## src/core/opword_decoder_regs.svh

```systemverilog
// Constants for the opword format decoder: field positions and opcode ranges.
// Assumes inclusion by each module file of the decoder; the package file does not include it.
`ifndef OPWORD_DECODER_REGS_SVH
`define OPWORD_DECODER_REGS_SVH
`define WORD_BITS 32
`define OPC_HI 31
`define OPC_LO 24
`define CTRL_OPC_MAX 8'h1f
`define CMPBR_OPC_MAX 8'h3f
`define REG_OPC_MAX 8'h7f
`define DST_HI 23
`define DST_LO 19
`define SRCB_HI 18
`define SRCB_LO 14
`define SRCA_HI 4
`define SRCA_LO 0
`define REG_M1_BIT 11
`define REG_M2_BIT 12
`define REG_M3_BIT 13
`define REG_SPEC1_BIT 5
`define REG_SPEC2_BIT 6
`define REG_SPEC3_BIT 7
`define CMPBR_M1_BIT 13
`define CMPBR_SPEC2_BIT 0
`define CMPBR_SRCA_HI 23
`define CMPBR_SRCA_LO 19
`define CMPBR_DISP_HI 12
`define CMPBR_DISP_LO 2
`define CMPBR_DISP_W 11
`define CTRL_DISP_HI 23
`define CTRL_DISP_LO 2
`define CTRL_DISP_W 22
`define DISP_SHIFT 2
`define MEM_LONG_BIT 12
`define SHORT_IDX_BIT 13
`define SHORT_OFF_HI 11
`define SHORT_OFF_LO 0
`define LONG_MODE_HI 13
`define LONG_MODE_LO 10
`define LONG_SCALE_HI 9
`define LONG_SCALE_LO 7
`define LONG_INDEX_HI 4
`define LONG_INDEX_LO 0
`define MODE_BASE 4'h0
`define MODE_IP_REL 4'h1
`define MODE_BASE_INDEX 4'h3
`define MODE_ABSOLUTE 4'h4
`define MODE_BASE_DISP 4'h5
`define MODE_INDEX_DISP 4'h6
`define MODE_BASE_INDEX_DISP 4'h7
`define LOCAL_BIT 4
`define IP_REL_BIAS 32'h0000_0008
`define WORD_BYTES 32'h0000_0004
`define LONG_INSN_BYTES 32'h0000_0008
`endif

```

## src/core/opword_decoder_pkg.sv

```systemverilog
// Types shared by the opword format decoder files.
// Assumes nothing beyond a SystemVerilog compiler.
package opword_decoder_pkg;
  typedef enum logic [1:0] {
    operate_format, compare_branch_format, direct_branch_format, address_operand_format
  } format_e;
  typedef enum logic [1:0] {opnd_global, opnd_local, opnd_special, opnd_literal} opnd_kind_e;
  typedef enum logic [2:0] {
    ea_offset, ea_base_offset, ea_base, ea_ip_rel, ea_base_index, ea_index_disp,
    ea_base_index_disp, ea_absolute
  } ea_mode_e;
endpackage

```

## src/core/operand_kind_decoder.sv

```systemverilog
// Classifies a 5-bit register operand field as global, local, special or literal.
// Assumes same-clock combinational use inside the decoder.
`timescale 1ns/100ps
`default_nettype none
`include "opword_decoder_regs.svh"
module operand_kind_decoder
  import opword_decoder_pkg::*;
(
  input wire logic [4:0] field,
  input wire logic literal_sel,
  input wire logic special_sel,
  input wire logic allow_literal,
  input wire logic allow_special,
  output opnd_kind_e kind,
  output logic legal
);
  // Pick the kind then check it against what the format allows
  always_comb begin
    if (literal_sel) begin
      kind = opnd_literal;
    end else if (special_sel) begin
      kind = opnd_special;
    end else if (field[`LOCAL_BIT]) begin
      kind = opnd_local;
    end else begin
      kind = opnd_global;
    end
    legal = !((literal_sel && !allow_literal) || (!literal_sel && special_sel && !allow_special));
  end
endmodule // operand_kind_decoder
`default_nettype wire

```

## src/core/effective_address_unit.sv

```systemverilog
// Forms an effective address from decoded memory-format fields.
// Assumes register values are supplied by the pipeline on the same clock.
`timescale 1ns/100ps
`default_nettype none
`include "opword_decoder_regs.svh"
module effective_address_unit
  import opword_decoder_pkg::*;
(
  input wire ea_mode_e mode,
  input wire logic [31:0] base_val,
  input wire logic [31:0] index_val,
  input wire logic [2:0] scale,
  input wire logic [31:0] disp,
  input wire logic [31:0] next_ip,
  output logic [31:0] ea
);
  logic [31:0] scaled;
  assign scaled = index_val << scale;
  // Sum the parts that the mode selects
  always_comb begin
    case (mode)
      ea_offset: ea = disp;
      ea_absolute: ea = disp;
      ea_base_offset: ea = base_val + disp;
      ea_base: ea = base_val;
      ea_ip_rel: ea = next_ip + disp + `IP_REL_BIAS;
      ea_base_index: ea = base_val + scaled;
      ea_index_disp: ea = scaled + disp;
      ea_base_index_disp: ea = base_val + scaled + disp;
      default: ea = disp;
    endcase
  end
endmodule // effective_address_unit
`default_nettype wire

```

## src/core/opword_format_decoder.sv

```systemverilog
// Opword format decoder: classifies fetched words and extracts operand fields.
// Assumes the fetch unit presents aligned words with valid and the address.
`timescale 1ns/100ps
`default_nettype none
`include "opword_decoder_regs.svh"
module opword_format_decoder
  import opword_decoder_pkg::*;
(
  input wire logic clk,
  input wire logic nrst,
  input wire logic ce,
  input wire logic fetch_valid,
  input wire logic [31:0] fetch_word,
  input wire logic [31:0] fetch_addr,
  input wire logic [31:0] base_val,
  input wire logic [31:0] index_val,
  output logic dec_valid,
  output format_e format,
  output logic [7:0] opcode,
  output opnd_kind_e first_src_kind,
  output opnd_kind_e second_src_kind,
  output opnd_kind_e dst_kind,
  output logic [4:0] first_src_field,
  output logic [4:0] second_src_field,
  output logic [4:0] dst_field,
  output logic [31:0] disp,
  output logic long_enc,
  output ea_mode_e ea_mode,
  output logic [2:0] ea_scale,
  output logic [31:0] eff_addr,
  output logic [31:0] next_pc,
  output logic illegal
);
  // Opcode range to format, used by the decode and by the checks
  function automatic format_e fmt_of(input logic [7:0] op);
    if (op <= `CTRL_OPC_MAX) begin
      fmt_of = direct_branch_format;
    end else if (op <= `CMPBR_OPC_MAX) begin
      fmt_of = compare_branch_format;
    end else if (op <= `REG_OPC_MAX) begin
      fmt_of = operate_format;
    end else begin
      fmt_of = address_operand_format;
    end
  endfunction

  // Sign extension of a displacement field of a given width
  function automatic logic [31:0] sext(input logic [31:0] v, input int unsigned w);
    logic [31:0] m;
    m = 32'h0000_0001 << (w - 1);
    sext = (v ^ m) - m;
  endfunction

  typedef enum {st_opword, st_const} state_e;
  state_e state;
  logic [31:0] held_word;
  logic [31:0] held_addr;

  logic [31:0] w;
  logic [7:0] op;
  format_e fmt;
  logic is_long;
  ea_mode_e mode_c;
  logic [31:0] disp_c;
  logic [31:0] ea_c;
  opnd_kind_e k1, k2, kd;
  logic ok1, ok2, okd;
  logic lit1, lit2, lit_d, sp1, sp2, sp_d, al1, as1, al2, as2, ald, asd;
  logic [4:0] f1, f2, fd;
  logic emit;
  logic bad_mode;
  logic [31:0] ip_next;

  // Word under decode: held opword while its constant arrives
  assign w = (state == st_const) ? held_word : fetch_word;
  assign op = w[`OPC_HI:`OPC_LO];
  assign fmt = fmt_of(op);
  assign is_long = (fmt == address_operand_format) && w[`MEM_LONG_BIT];

  // Address after the instruction: one word, or two with its constant
  assign ip_next = (state == st_const) ? held_addr + `LONG_INSN_BYTES
                                       : fetch_addr + `WORD_BYTES;

  // Field selection per format
  always_comb begin
    lit1 = 1'b0;
    lit2 = 1'b0;
    lit_d = 1'b0;
    sp1 = 1'b0;
    sp2 = 1'b0;
    sp_d = 1'b0;
    al1 = 1'b0;
    as1 = 1'b0;
    al2 = 1'b0;
    as2 = 1'b0;
    ald = 1'b0;
    asd = 1'b0;
    f1 = w[`SRCA_HI:`SRCA_LO];
    f2 = w[`SRCB_HI:`SRCB_LO];
    fd = w[`DST_HI:`DST_LO];
    disp_c = 32'h0000_0000;
    mode_c = ea_offset;
    bad_mode = 1'b0;
    case (fmt)
      operate_format: begin
        lit1 = w[`REG_M1_BIT];
        lit2 = w[`REG_M2_BIT];
        lit_d = w[`REG_M3_BIT];
        sp1 = w[`REG_SPEC1_BIT];
        sp2 = w[`REG_SPEC2_BIT];
        sp_d = w[`REG_SPEC3_BIT];
        al1 = 1'b1;
        as1 = 1'b1;
        al2 = 1'b1;
        as2 = 1'b1;
        asd = 1'b1;
      end
      compare_branch_format: begin
        f1 = w[`CMPBR_SRCA_HI:`CMPBR_SRCA_LO];
        lit1 = w[`CMPBR_M1_BIT];
        sp2 = w[`CMPBR_SPEC2_BIT];
        al1 = 1'b1;
        as2 = 1'b1;
        disp_c = sext({21'h000000, w[`CMPBR_DISP_HI:`CMPBR_DISP_LO]}, `CMPBR_DISP_W)
                 << `DISP_SHIFT;
      end
      direct_branch_format: begin
        disp_c = sext({10'h000, w[`CTRL_DISP_HI:`CTRL_DISP_LO]}, `CTRL_DISP_W)
                 << `DISP_SHIFT;
      end
      default: begin
        f2 = w[`SRCB_HI:`SRCB_LO];
        f1 = w[`LONG_INDEX_HI:`LONG_INDEX_LO];
        if (is_long) begin
          disp_c = fetch_word;
          case (w[`LONG_MODE_HI:`LONG_MODE_LO])
            `MODE_BASE: mode_c = ea_base;
            `MODE_IP_REL: mode_c = ea_ip_rel;
            `MODE_BASE_INDEX: mode_c = ea_base_index;
            `MODE_ABSOLUTE: mode_c = ea_absolute;
            `MODE_BASE_DISP: mode_c = ea_base_offset;
            `MODE_INDEX_DISP: mode_c = ea_index_disp;
            `MODE_BASE_INDEX_DISP: mode_c = ea_base_index_disp;
            default: bad_mode = 1'b1;
          endcase
        end else begin
          disp_c = {20'h00000, w[`SHORT_OFF_HI:`SHORT_OFF_LO]};
          mode_c = w[`SHORT_IDX_BIT] ? ea_base_offset : ea_offset;
        end
      end
    endcase
  end

  operand_kind_decoder u_first (
    .field(f1), .literal_sel(lit1), .special_sel(sp1),
    .allow_literal(al1), .allow_special(as1), .kind(k1), .legal(ok1)
  );
  operand_kind_decoder u_second (
    .field(f2), .literal_sel(lit2), .special_sel(sp2),
    .allow_literal(al2), .allow_special(as2), .kind(k2), .legal(ok2)
  );
  operand_kind_decoder u_dst (
    .field(fd), .literal_sel(lit_d), .special_sel(sp_d),
    .allow_literal(ald), .allow_special(asd), .kind(kd), .legal(okd)
  ); // via ald and asd low for address format

  effective_address_unit u_ea (
    .mode(mode_c), .base_val(base_val), .index_val(index_val),
    .scale(w[`LONG_SCALE_HI:`LONG_SCALE_LO]), .disp(disp_c),
    .next_ip(ip_next),
    .ea(ea_c)
  );

  // A decode is emitted on a plain opword or when the constant arrives
  assign emit = ce && fetch_valid && (state == st_const || !is_long);

  // Two-word sequencing for long constant encoding
  always_ff @(posedge clk) begin
    if (!nrst) begin
      state <= st_opword;
      held_word <= 32'h0000_0000;
      held_addr <= 32'h0000_0000;
    end else if (ce && fetch_valid) begin
      if (state == st_opword && is_long) begin
        state <= st_const;
        held_word <= fetch_word;
        held_addr <= fetch_addr;
      end else begin
        state <= st_opword;
      end
    end
  end

  // Registered decode outputs
  always_ff @(posedge clk) begin
    if (!nrst) begin
      dec_valid <= 1'b0;
      format <= operate_format;
      opcode <= 8'h00;
      first_src_kind <= opnd_global;
      second_src_kind <= opnd_global;
      dst_kind <= opnd_global;
      first_src_field <= 5'h00;
      second_src_field <= 5'h00;
      dst_field <= 5'h00;
      disp <= 32'h0000_0000;
      long_enc <= 1'b0;
      ea_mode <= ea_offset;
      ea_scale <= 3'h0;
      eff_addr <= 32'h0000_0000;
      next_pc <= 32'h0000_0000;
      illegal <= 1'b0;
    end else if (ce) begin
      dec_valid <= emit;
      if (emit) begin
        format <= fmt;
        opcode <= op;
        first_src_kind <= k1;
        second_src_kind <= k2;
        dst_kind <= kd;
        first_src_field <= f1;
        second_src_field <= f2;
        dst_field <= fd;
        disp <= disp_c;
        long_enc <= is_long;
        ea_mode <= mode_c;
        ea_scale <= w[`LONG_SCALE_HI:`LONG_SCALE_LO];
        eff_addr <= ea_c;
        next_pc <= ip_next;
        illegal <= !(ok1 && ok2 && okd) || bad_mode;
      end
    end
  end
endmodule // opword_format_decoder
`default_nettype wire

```

## config.mk

```make
export PLATFORM = sky130hd
export DESIGN_NAME = opword_format_decoder
export DESIGN_NICKNAME = d
export VERILOG_FILES = /design/src/core/opword_decoder_pkg.sv /design/src/core/operand_kind_decoder.sv /design/src/core/effective_address_unit.sv /design/src/core/opword_format_decoder.sv
export VERILOG_INCLUDE_DIRS = /design/src /design/src/core
export SDC_FILE = /design/constraint.sdc
export NUM_CORES = 1
export LEC_CHECK = 0
export BUFFER_PORTS_ARGS = -buffer_cell sky130_fd_sc_hd__buf_4
export CAP_MARGIN = 20
export CORE_MARGIN = 1.5
export CORE_UTILIZATION = 47
export DETAILED_ROUTE_END_ITERATION = 16
export HOLD_SLACK_MARGIN = 0.08
export PLACE_DENSITY = 0.69
export SLEW_MARGIN = 5
export SYNTH_ARGS = -nofsm -noshare
export SYNTH_HDL_FRONTEND = slang
export SYNTH_SLANG_ARGS = --single-unit
```

## constraint.sdc

```tcl
create_clock -name clk -period 8.9 [get_ports clk]
set_input_delay 1.78 -clock clk [delete_from_list [all_inputs] [get_ports clk]]
set_output_delay 1.78 -clock clk [all_outputs]
set_load 0.05 [all_outputs]
```

== Word level (Yosys, flattened, before mapping) ==
Cells that the tools add are included.

* Magnitude comparators: 3
* Div/mod/pow operators: 0
* Equality and inequality tests: 17
* Shift-type cells: 1
* Bitwise logic cells: 2
* Add/sub/neg operators: 10
* Multiply operators: 0
* Multiplexer cells: 34
* Reductions and logical operators: 39

{| class="wikitable"
|+ Operator list
! kind !! count
|-
| case mux 32 bit (7 select lines) || 1
|-
| adder 32 bit || 5
|-
| two-way mux 32 bit || 3
|-
| case mux 32 bit (3 select lines) || 1
|-
| adder 32 x 4 -> 32 bit, second input constant || 2
|-
| adder 32 x 3 -> 32 bit, second input constant || 1
|-
| equality test 32 x 2 -> 1 bit, second input constant || 1
|-
| zero test 32 bit || 1
|-
| << shifter 32 x 3 -> 32 bit || 1
|-
| subtractor 22 x 22 -> 23 bit, second input constant || 1
|-
| case mux 3 bit (7 select lines) || 1
|-
| two-way mux 2 bit || 9
|-
| equality test 4 x 3 -> 1 bit, second input constant || 4
|-
| logical AND 1 bit || 14
|-
| two-way mux 1 bit || 14
|-
| equality test 3 bit, second input constant || 4
|-
| subtractor 11 x 11 -> 12 bit, second input constant || 1
|-
| zero test 1 bit || 10
|-
| less-or-equal comparator 8 x 5 -> 1 bit, second input constant || 1
|-
| less-or-equal comparator 8 x 6 -> 1 bit, second input constant || 1
|-
| less-or-equal comparator 8 x 7 -> 1 bit, second input constant || 1
|-
| OR reduction 7 bit || 1
|-
| equality test 3 x 2 -> 1 bit, second input constant || 2
|-
| two-way mux 3 bit || 2
|-
| 15 further kinds || 24
|}

* Logic and storage cells: 125
* Memory bits (read-only): 0
* Bits of input ports: 132
* Memories kept: 0
* Memory bits (writable): 0
* Latch bits: 0
* Register bits: 232
* Output and inout port bits: 136

== Longest topological paths before layout ==
Gate-level depths: netlist of run 1.

* Word-level depth: 17
* Depth in mapped cells: 30
* Gate-level depth less buffers: 28

== Modules after synthesis ==
From an unflattened synthesis of run 1, not the netlist that was laid out.

* Cell total of the unflattened synthesis: 2433
* Area, all modules: 17755.8 um2

{| class="wikitable"
|+ By module, submodules not included
! module !! area an instance (um2) !! cells an instance !! sequential area each (um2) !! instances
|-
| opword_format_decoder || 9431.5 || 1190 || 4023.9 || 1
|-
| effective_address_unit || 8215.4 || 1225 || 0.0 || 1
|-
| operand_kind_decoder || 36.3 || 6 || 0.0 || 3
|}

== Least setup slack after synthesis of run 1 ==
OpenSTA, ideal clock, no wires.

* Kind: input to register
* Start: input port fetch_word[8]
* End: register eff_addr[31]
* Buffers on the path: 1
* Stages: 28
* Arrival: 7212 ps
* Required time: 8816 ps
* Library setup time: 84 ps
* Slack: 1603 ps
* Path through: mux2i_1 -> clkbuf_1 -> nand2_1 -> or2_2 -> inv_1 -> ha_1 -> a21o_1 -> o221ai_1 -> a21boi_0 -> nand2_1 -> a21boi_0 -> o21ai_0 -> a31oi_1 -> o21ai_0 -> a21oi_1 -> xor2_1 -> o211ai_1 -> ha_1 -> and2_1 -> or2_2 -> a21oi_1 -> and3b_1 -> a221o_1 -> o21ai_0 -> o41ai_1 -> nand4_1 -> and3_4 -> o31ai_2

* Cells in the longest elaborated chain, start to end: 6
* Elaborated cells on any way between the ends: 13
* Those cells by class: add/sub (8); shift (1); mux (4)

{| class="wikitable"
|+ RTL lines
! what !! line !! source
|-
| start, declared || opword_format_decoder.sv:13 || <nowiki>input wire logic [31:0] fetch_word,</nowiki>
|-
| two-way mux 32 bit || opword_format_decoder.sv:75 || <nowiki>assign w = (state == st_const) ? held_word : fetch_word;</nowiki>
|-
| subtractor 22 x 22 -> 23 bit (tied with other cells) || opword_format_decoder.sv:51 || <nowiki>sext = (v ^ m) - m;</nowiki>
|-
| case mux 32 bit (3 select lines) || opword_format_decoder.sv:104 || <nowiki>case (fmt)</nowiki>
|-
| adder 32 bit || effective_address_unit.sv:26 || <nowiki>ea_ip_rel: ea = next_ip + disp + `IP_REL_BIAS;</nowiki>
|-
| adder 32 x 4 -> 32 bit (no line) || n/a ||
|-
| case mux 32 bit (7 select lines) * || effective_address_unit.sv:21 || <nowiki>case (mode)</nowiki>
|-
| end signal, assigned || opword_format_decoder.sv:210 || <nowiki>eff_addr <= 32'h0000_0000;</nowiki>
|-
| end signal, assigned || opword_format_decoder.sv:228 || <nowiki>eff_addr <= ea_c;</nowiki>
|-
| end, declared || opword_format_decoder.sv:30 || <nowiki>output logic [31:0] eff_addr,</nowiki>
|}

Mark *: on every way between the ends. The rest lies on a longest branch, timed or not.
A chain may end at the register's enable or synchronous reset.

== Worst setup path after layout of run 1 ==
* Start: input port fetch_word[7]
* End: register eff_addr[31]

The elaborated chain is that of the path after synthesis.

==> results of run 1 <==
cells in the final DEF (no fill, tap or decap), drive strengths merged, types with 35 or more instances in the layout:
| cell type | count |
|---|---|
| nor3 | 41 |
| a21o | 35 |
| o21ai | 86 |
| ha | 65 |
| a211oi | 61 |
| a21oi | 199 |
| buf | 291 |
| xor2 | 39 |
| xnor2 | 53 |
| mux2i | 85 |
| inv | 43 |
| nor2 | 198 |
| dfxtp | 201 |
| nand2 | 413 |
path summary, 6_finish.rpt:
path / to / depth (start not counted) / slack [ns] / from
min: next_pc[27] / 2 / 0.45 / next_pc[27]
max reg2reg: eff_addr[31] / 26 / 2.24 / state[0]
max: eff_addr[31] / 27 / 1.45 / fetch_word[7]
min reg2reg: next_pc[27] / 2 / 0.45 / next_pc[27]
worst register-to-register path, stage by stage, from the launching register on:
cell and delay [ns]:
dfxtp_4 0.52, mux2_4 0.49, mux2i_1 0.17, or2_2 0.35
inv_1 0.07, ha_1 0.22, a21o_1 0.21, o221ai_1 0.15
a21boi_0 0.29, nand2_1 0.13, a21boi_0 0.37, o21ai_0 0.20
a31oi_1 0.30, xor2_1 0.17, nor2_1 0.06, a221o_1 0.29
ha_1 0.33, o21ai_0 0.18, nand2b_1 0.09, a21boi_0 0.14
o21ai_0 0.33, a221o_1 0.31, o21ai_0 0.16, o41ai_1 0.47
nand4_1 0.18, and3_4 0.21, o31ai_2 0.19
where the power goes:
group	switching [W]	internal (W)
Sequential	0.0000300	0.000943
Clock	0.000399	0.000586
Combinational	0.000629	0.000374
layer usage:
metal	GRT usage	wire length (microns)	vias to the layer above
li1	-	-	7268
met1	0.409	20700	6939
met2	0.446	20100	580
met3	0.0365	3750	76
met4	0.0770	1180	0
met5	0	0	-
flip-flops by register name, indices dropped and copies added, names as in the netlist, 2 cells and up:
| register | cells |
|---|---|
| disp | 32 |
| dst_field | 5 |
| dst_kind | 2 |
| ea_mode | 3 |
| ea_scale | 3 |
| eff_addr | 32 |
| first_src_field | 5 |
| first_src_kind | 2 |
| format | 2 |
| held_addr | 32 |
| held_word | 32 |
| next_pc | 32 |
| opcode | 8 |
| second_src_field | 5 |
| second_src_kind | 2 |
cell usage after synthesis (12+ instances only):
library cell / count
a211oi_1: 60
mux2i_1: 85
ha_1: 65
nor3_1: 41
buf_1: 13
a221o_1: 20
nand4_1: 22
nand3_1: 31
nand2_1: 413
and2_1: 12
o21a_1: 15
a21oi_1: 199
a31oi_1: 18
and3_1: 12
xor2_1: 39
clkbuf_1: 96
dfxtp_1: 201
xnor2_1: 53
a21o_1: 35
inv_1: 40
o21ai_0: 82
nor2_1: 198
o211ai_1: 13
cell families (layout without fill, tap and decap cells):
logic type | after synthesis | in the layout | share of synthesized area
AND/OR/NAND/NOR | 783 | 783 | 0.236
AO/OA/AOI/OAI | 538 | 538 | 0.244
flip-flops | 201 | 201 | 0.284
buffers and inverters | 153 | 376 | 0.0417
multiplexers | 101 | 101 | 0.0773
XOR/XNOR | 92 | 92 | 0.0569
adder cells (fa/ha/maj) | 67 | 67 | 0.0602
area by class of cell:
cell class | count | area (sq um)
fillers | 2876 | 12400
multi-input cells | 1581 | 9620
flip-flops and latches | 201 | 4030
repair buffers | 291 | 2180
clock buffers | 34 | 709
well taps | 390 | 488
inverters | 41 | 159
clock inverters | 10 | 88.8
stage by stage:
stage | setup WS, ns | instances | utilization
after floorplan | 1.60 | 1935 | -
after global placement | 1.11 | 2504 | 0.556
after detailed placement | 1.01 | 2504 | 0.556
after CTS | 1.50 | 2548 | 0.583
after global routing | 0.952 | 2548 | 0.583
final | 1.45 | 2548 | 0.583
==> metrics.txt, run 1 <==
result of the run=finished clean; first-pass GRT wire length=71,400 microns; final setup TNS=0 ns; data required time at the worst endpoint=9.33 ns; leading post-synthesis cells by cell area=dfxtp_1 (28%), nand2_1 (11%), a21oi_1 (7.0%), mux2i_1 (6.0%), ha_1 (5.7%); number of cells produced by synthesis=1,935; Final Hold Violating Endpoints=0; layout cells sized above 1=0.173; detailed-route DRC error count=0; tightest slew margin relative to the limit=0.314; starting utilization of the core area=0.478; area overhead of the layout relative to synthesis=21.9%; antenna violations before repair=0; CP max stage cell=o41ai_1; worst hold margin=0.452 ns; largest net degree at the start of global routing=95; Post-synth EDFFs=0; Setup crit end kind=register; total power of the final layout=0.00296 W; drt pass-1 iters=6; total wire length=45,800 microns; dominant synthesized flop cell=dfxtp_1; x dimension of the die=177 microns; Synth async-reset ratio=0; total of cells resized after clock tree synthesis=0; Crit Path Class=input port to register; maximum buffer depth of the clock tree=3; Final #Nets=2,340; period utilisation layout=0.837; worst min-delay path class=register to register; arrival time at the worst endpoint=7.88 ns; clock slew at reported path FFs=0.06 ns; num rows=63; source-to-sink clock delay at the later pin of the worst-skew pair=0.52 ns; total core area=29,600 sq um; count of antenna diodes in the layout=0; RSZ-0062 raised after global routing=false; final setup violation count=0; register area share after synthesis=0.284; max_cap viols=0; total number of vias=14.9k; flip-flop and latch count after synthesis=201; placed inst area=16,500 sq um; Root Buffer=clkbuf_16; routability-driven placement congestion ratio=0.952; Num CTS Buffers=25; largest fanout on the critical path=20; top cell family by delay on the critical path=compound AO/OA/AOI/OAI gates; post-synth cell types=77; ports placed on the boundary=268; Mapped Area=14,200 sq um; largest area contributor in the synthesized netlist=dfxtp_1; cell area after layout=17,300 sq um; clock tree from TritonCTS=done; Syn Nets=2,134; overall overflow remaining after global route=0; buffers inserted during post-CTS setup optimization=0; maximum clock rate=0.134 GHz; Antenna Violating Nets Remaining=0; hold-fix buffer count after cts=0; startpoint type of the worst setup path=input port; area fraction of the dominant cell type after synthesis=0.284; quantity of I/O buffers inserted on ports=267; Die Footprint=31,200 sq um; max incr delay on CP=0.47 ns; Max rail drop VDD=0.125 mV; Synth Area per Inst=7.32 sq um; post-route clock skew=0.0147 ns; Total GRT Usage=0.285; die extent in y=177 microns; Pleak=7.38 nW; detailed-route vias per instance=5.83; half-perimeter wire length after placement=34,500 microns; most numerous cell on the critical path=o21ai_0; fin. max-slew vios=0; worst path bufs/invs=2; Synth Warn #=0; TritonCTS sink count=201; worst-margin pin slew=1.03 ns; CTS H-tree lvls=1; via count of the first global-routing pass=13.6k; Pwr per Cell Area=171 nW/um^2; Final min period=7.45 ns; routed wire length per instance=18.0 microns; count of routing violations after the opening detailed-route iteration=1,315
No activity file was read; power rests on OpenSTA's default activity.
==> run 2, diff against run 1 <==
--- a/config.mk
+++ b/config.mk
@@ -6,13 +6,14 @@
 export SDC_FILE = /design/constraint.sdc
 export NUM_CORES = 1
 export LEC_CHECK = 0
+export ABC_AREA = 1
 export BUFFER_PORTS_ARGS = -buffer_cell sky130_fd_sc_hd__buf_4
 export CAP_MARGIN = 20
 export CORE_MARGIN = 1.5
 export CORE_UTILIZATION = 47
 export DETAILED_ROUTE_END_ITERATION = 16
 export HOLD_SLACK_MARGIN = 0.08
-export PLACE_DENSITY = 0.69
+export PLACE_DENSITY = 0.72
 export SLEW_MARGIN = 5
 export SYNTH_ARGS = -nofsm -noshare
 export SYNTH_HDL_FRONTEND = slang
==> constraint.sdc (replaced) <==
create_clock -name clk -period 6.65 [get_ports clk]
set_input_delay 1.33 -clock clk [delete_from_list [all_inputs] [get_ports clk]]
set_output_delay 1.33 -clock clk [all_outputs]
set_load 0.05 [all_outputs]
==> metrics.txt, run 2 <==
period utilisation layout=0.916; buffers inserted during post-CTS setup optimization=0; worst min-delay path class=register to register; worst-margin pin slew=0.904 ns; placed inst area=16,900 sq um; Root Buffer=clkbuf_16; register area share after synthesis=0.277; maximum buffer depth of the clock tree=3; crit path from=fetch_word[8]; final setup TNS=0 ns; dominant synthesized flop cell=dfxtp_1; Max rail drop VDD=0.182 mV; start of the worst register-to-register path=state[0]; data required time at the worst endpoint=7.05 ns; count of routing violations after the opening detailed-route iteration=1,573; layout cells sized above 1=0.168; Setup crit end kind=register; max_cap viols=0; Syn Nets=2,469; detailed-route DRC error count=0; internal cell power=0.00261 W; total of cells resized after clock tree synthesis=0; Worst Slack Setup Final=0.560 ns; leading post-synthesis cells by cell area=dfxtp_1 (28%), nand2_1 (15%), o21ai_0 (9.6%), inv_1 (5.9%), ha_1 (5.6%); half-perimeter wire length after placement=41,900 microns; routed wire length per instance=18.5 microns; final setup violation count=0; area of combinational cells with multiple inputs=9210 sq um; die extent in y=179 microns; hold-fix buffer count after cts=0; total core area=30,500 sq um; Net Switching=0.00171 W; clock tree from TritonCTS=done; top layer used by detailed routing=met5; Pleak=8.44 nW; Crit Path Class=input port to register; setup slack, reg-to-reg=0.94 ns; ports placed on the boundary=268; antenna violations before repair=3; Synth Area per Inst=6.41 sq um; result of the run=finished clean; largest net degree at the start of global routing=93; total power of the final layout=0.00432 W; worst slack at placement=0.0801 ns; cell area after layout=17,700 sq um; Detail Route met2 WL=23,000 microns; Antenna Violating Nets Remaining=0; clock slew at reported path FFs=0.06 ns; tightest slew margin relative to the limit=0.392; Post-synth EDFFs=0; Met3 Wirelength=5040 microns; commonest cells after routing, fill and taps aside=nand2_1 (575), buf_4 (299), o21ai_0 (279), inv_1 (227), dfxtp_1 (200); cell count after placement=2,867; max incr delay on CP=0.43 ns; post-route clock skew=0.0126 ns; area fraction of the dominant cell type after synthesis=0.277; total number of vias=16.5k; Total GRT Usage=0.326; Logic pwr share=0.391; post-synth cell types=59; flip-flop and latch count after synthesis=201; Sequential Area=4030 sq um; clock share of power=0.303; detailed-route vias per instance=5.68; x dimension of the die=179 microns; via count of the first global-routing pass=15.0k; CTS H-tree lvls=1; overall overflow remaining after global route=0; most common cell in the netlist=nand2_1; starting utilization of the core area=0.477; most frequent cells after synthesis=nand2_1 (575), o21ai_0 (279), inv_1 (227); Die Footprint=32,000 sq um; non-filler instance count after layout=2,909; TritonCTS sink count=201; fin. max-slew vios=0; largest fanout on the critical path=21; hold wc startpoint=eff_addr[14]; number of cells produced by synthesis=2,270; Net Sw Frac=0.397; total wire length=53,900 microns; WL met1=23,900 microns; sequential share of power=0.306; CP max stage cell=nor2_4; Final Hold Violating Endpoints=0; Synth Warn #=0; num rows=64; routability-driven placement congestion ratio=1.00; source-to-sink clock delay at the later pin of the worst-skew pair=0.52 ns; Num CTS Buffers=23; most common cell after layout, fill and taps aside=nand2_1; most numerous cell on the critical path=nand2_1; Mapped Area=14,600 sq um; largest area contributor in the synthesized netlist=dfxtp_1; arrival time at the worst endpoint=6.49 ns; Pwr per Cell Area=245 nW/um^2; Final #Nets=2,695; first-pass GRT wire length=81,300 microns; filler instances=3,044; Synth async-reset ratio=0; Final min period=6.09 ns; drt pass-1 iters=5; area overhead of the layout relative to synthesis=21.4%; RSZ-0062 raised after global routing=false; quantity of I/O buffers inserted on ports=267; startpoint type of the worst setup path=input port; maximum clock rate=0.164 GHz
-- run 2: cell count changes after synthesis, moves of 34 or more --
cell,before,now
inv_1,40,227
mux2i_1,85,35
a211oi_1,60,3
nand2_1,413,575
a21oi_1,199,149
xnor2_1,53,19
o21ai_0,82,279
nand3_1,31,105
-- run 2: critical path: cells and delay by family --
family	cells	cell delay (ns)
AND/OR/NAND/NOR	14	2.03
AO/OA/AOI/OAI	10	1.92
adder cells (fa/ha/maj)	2	0.71
buffers and inverters	5	0.49
-- run 2: final timing paths --
check | endpoint | cells past startpoint
max | eff_addr[23] | 31
min | eff_addr[14] | 2
max reg2reg | eff_addr[23] | 30
min reg2reg | eff_addr[14] | 2
-- run 2: per-stage QoR --
stage	util	hold WS [ns]
after CTS	0.579	0.459
after global placement	0.554	0.440
after floorplan	-	0.435
final	0.579	0.458
after global routing	0.579	0.476
after detailed placement	0.554	0.448
-- run 2: layer usage --
layer,global-route usage,vias up
li1,-,8024
met1,0.462,7601
met2,0.497,793
met3,0.0490,96
met4,0.125,4
met5,0,-
-- run 2: layout make-up --
cell class | count | share of cell area
Multi-Input combinational cell | 1729 | 0.521
Inverter | 241 | 0.0513
Clock inverter | 11 | 0.00800
Timing Repair Buffer | 300 | 0.128
Tap cell | 396 | 0.0280
Clock buffer | 30 | 0.0352
Sequential cell | 201 | 0.228
Antenna cell | 1 | 0.000142
-- run 2: cell families after synthesis --
group,Yosys count,share of synthesized area
XOR/XNOR,42,0.0253
AO/OA/AOI/OAI,587,0.232
flip-flops,201,0.277
AND/OR/NAND/NOR,996,0.290
buffers and inverters,340,0.0919
multiplexers,37,0.0260
adder cells (fa/ha/maj),67,0.0586
-- run 2: power by group through the flow --
stage	Combinational [W]	Clock (W)	Sequential, W
2_1_floorplan	0.000975	0	0.00150
3_3_place_gp	0.00165	0	0.00134
3_5_place_dp	0.00166	0	0.00135
4_1_cts	0.00166	0.00131	0.00132
5_1_grt	0.00185	0.00136	0.00133
6_report	0.00169	0.00131	0.00132
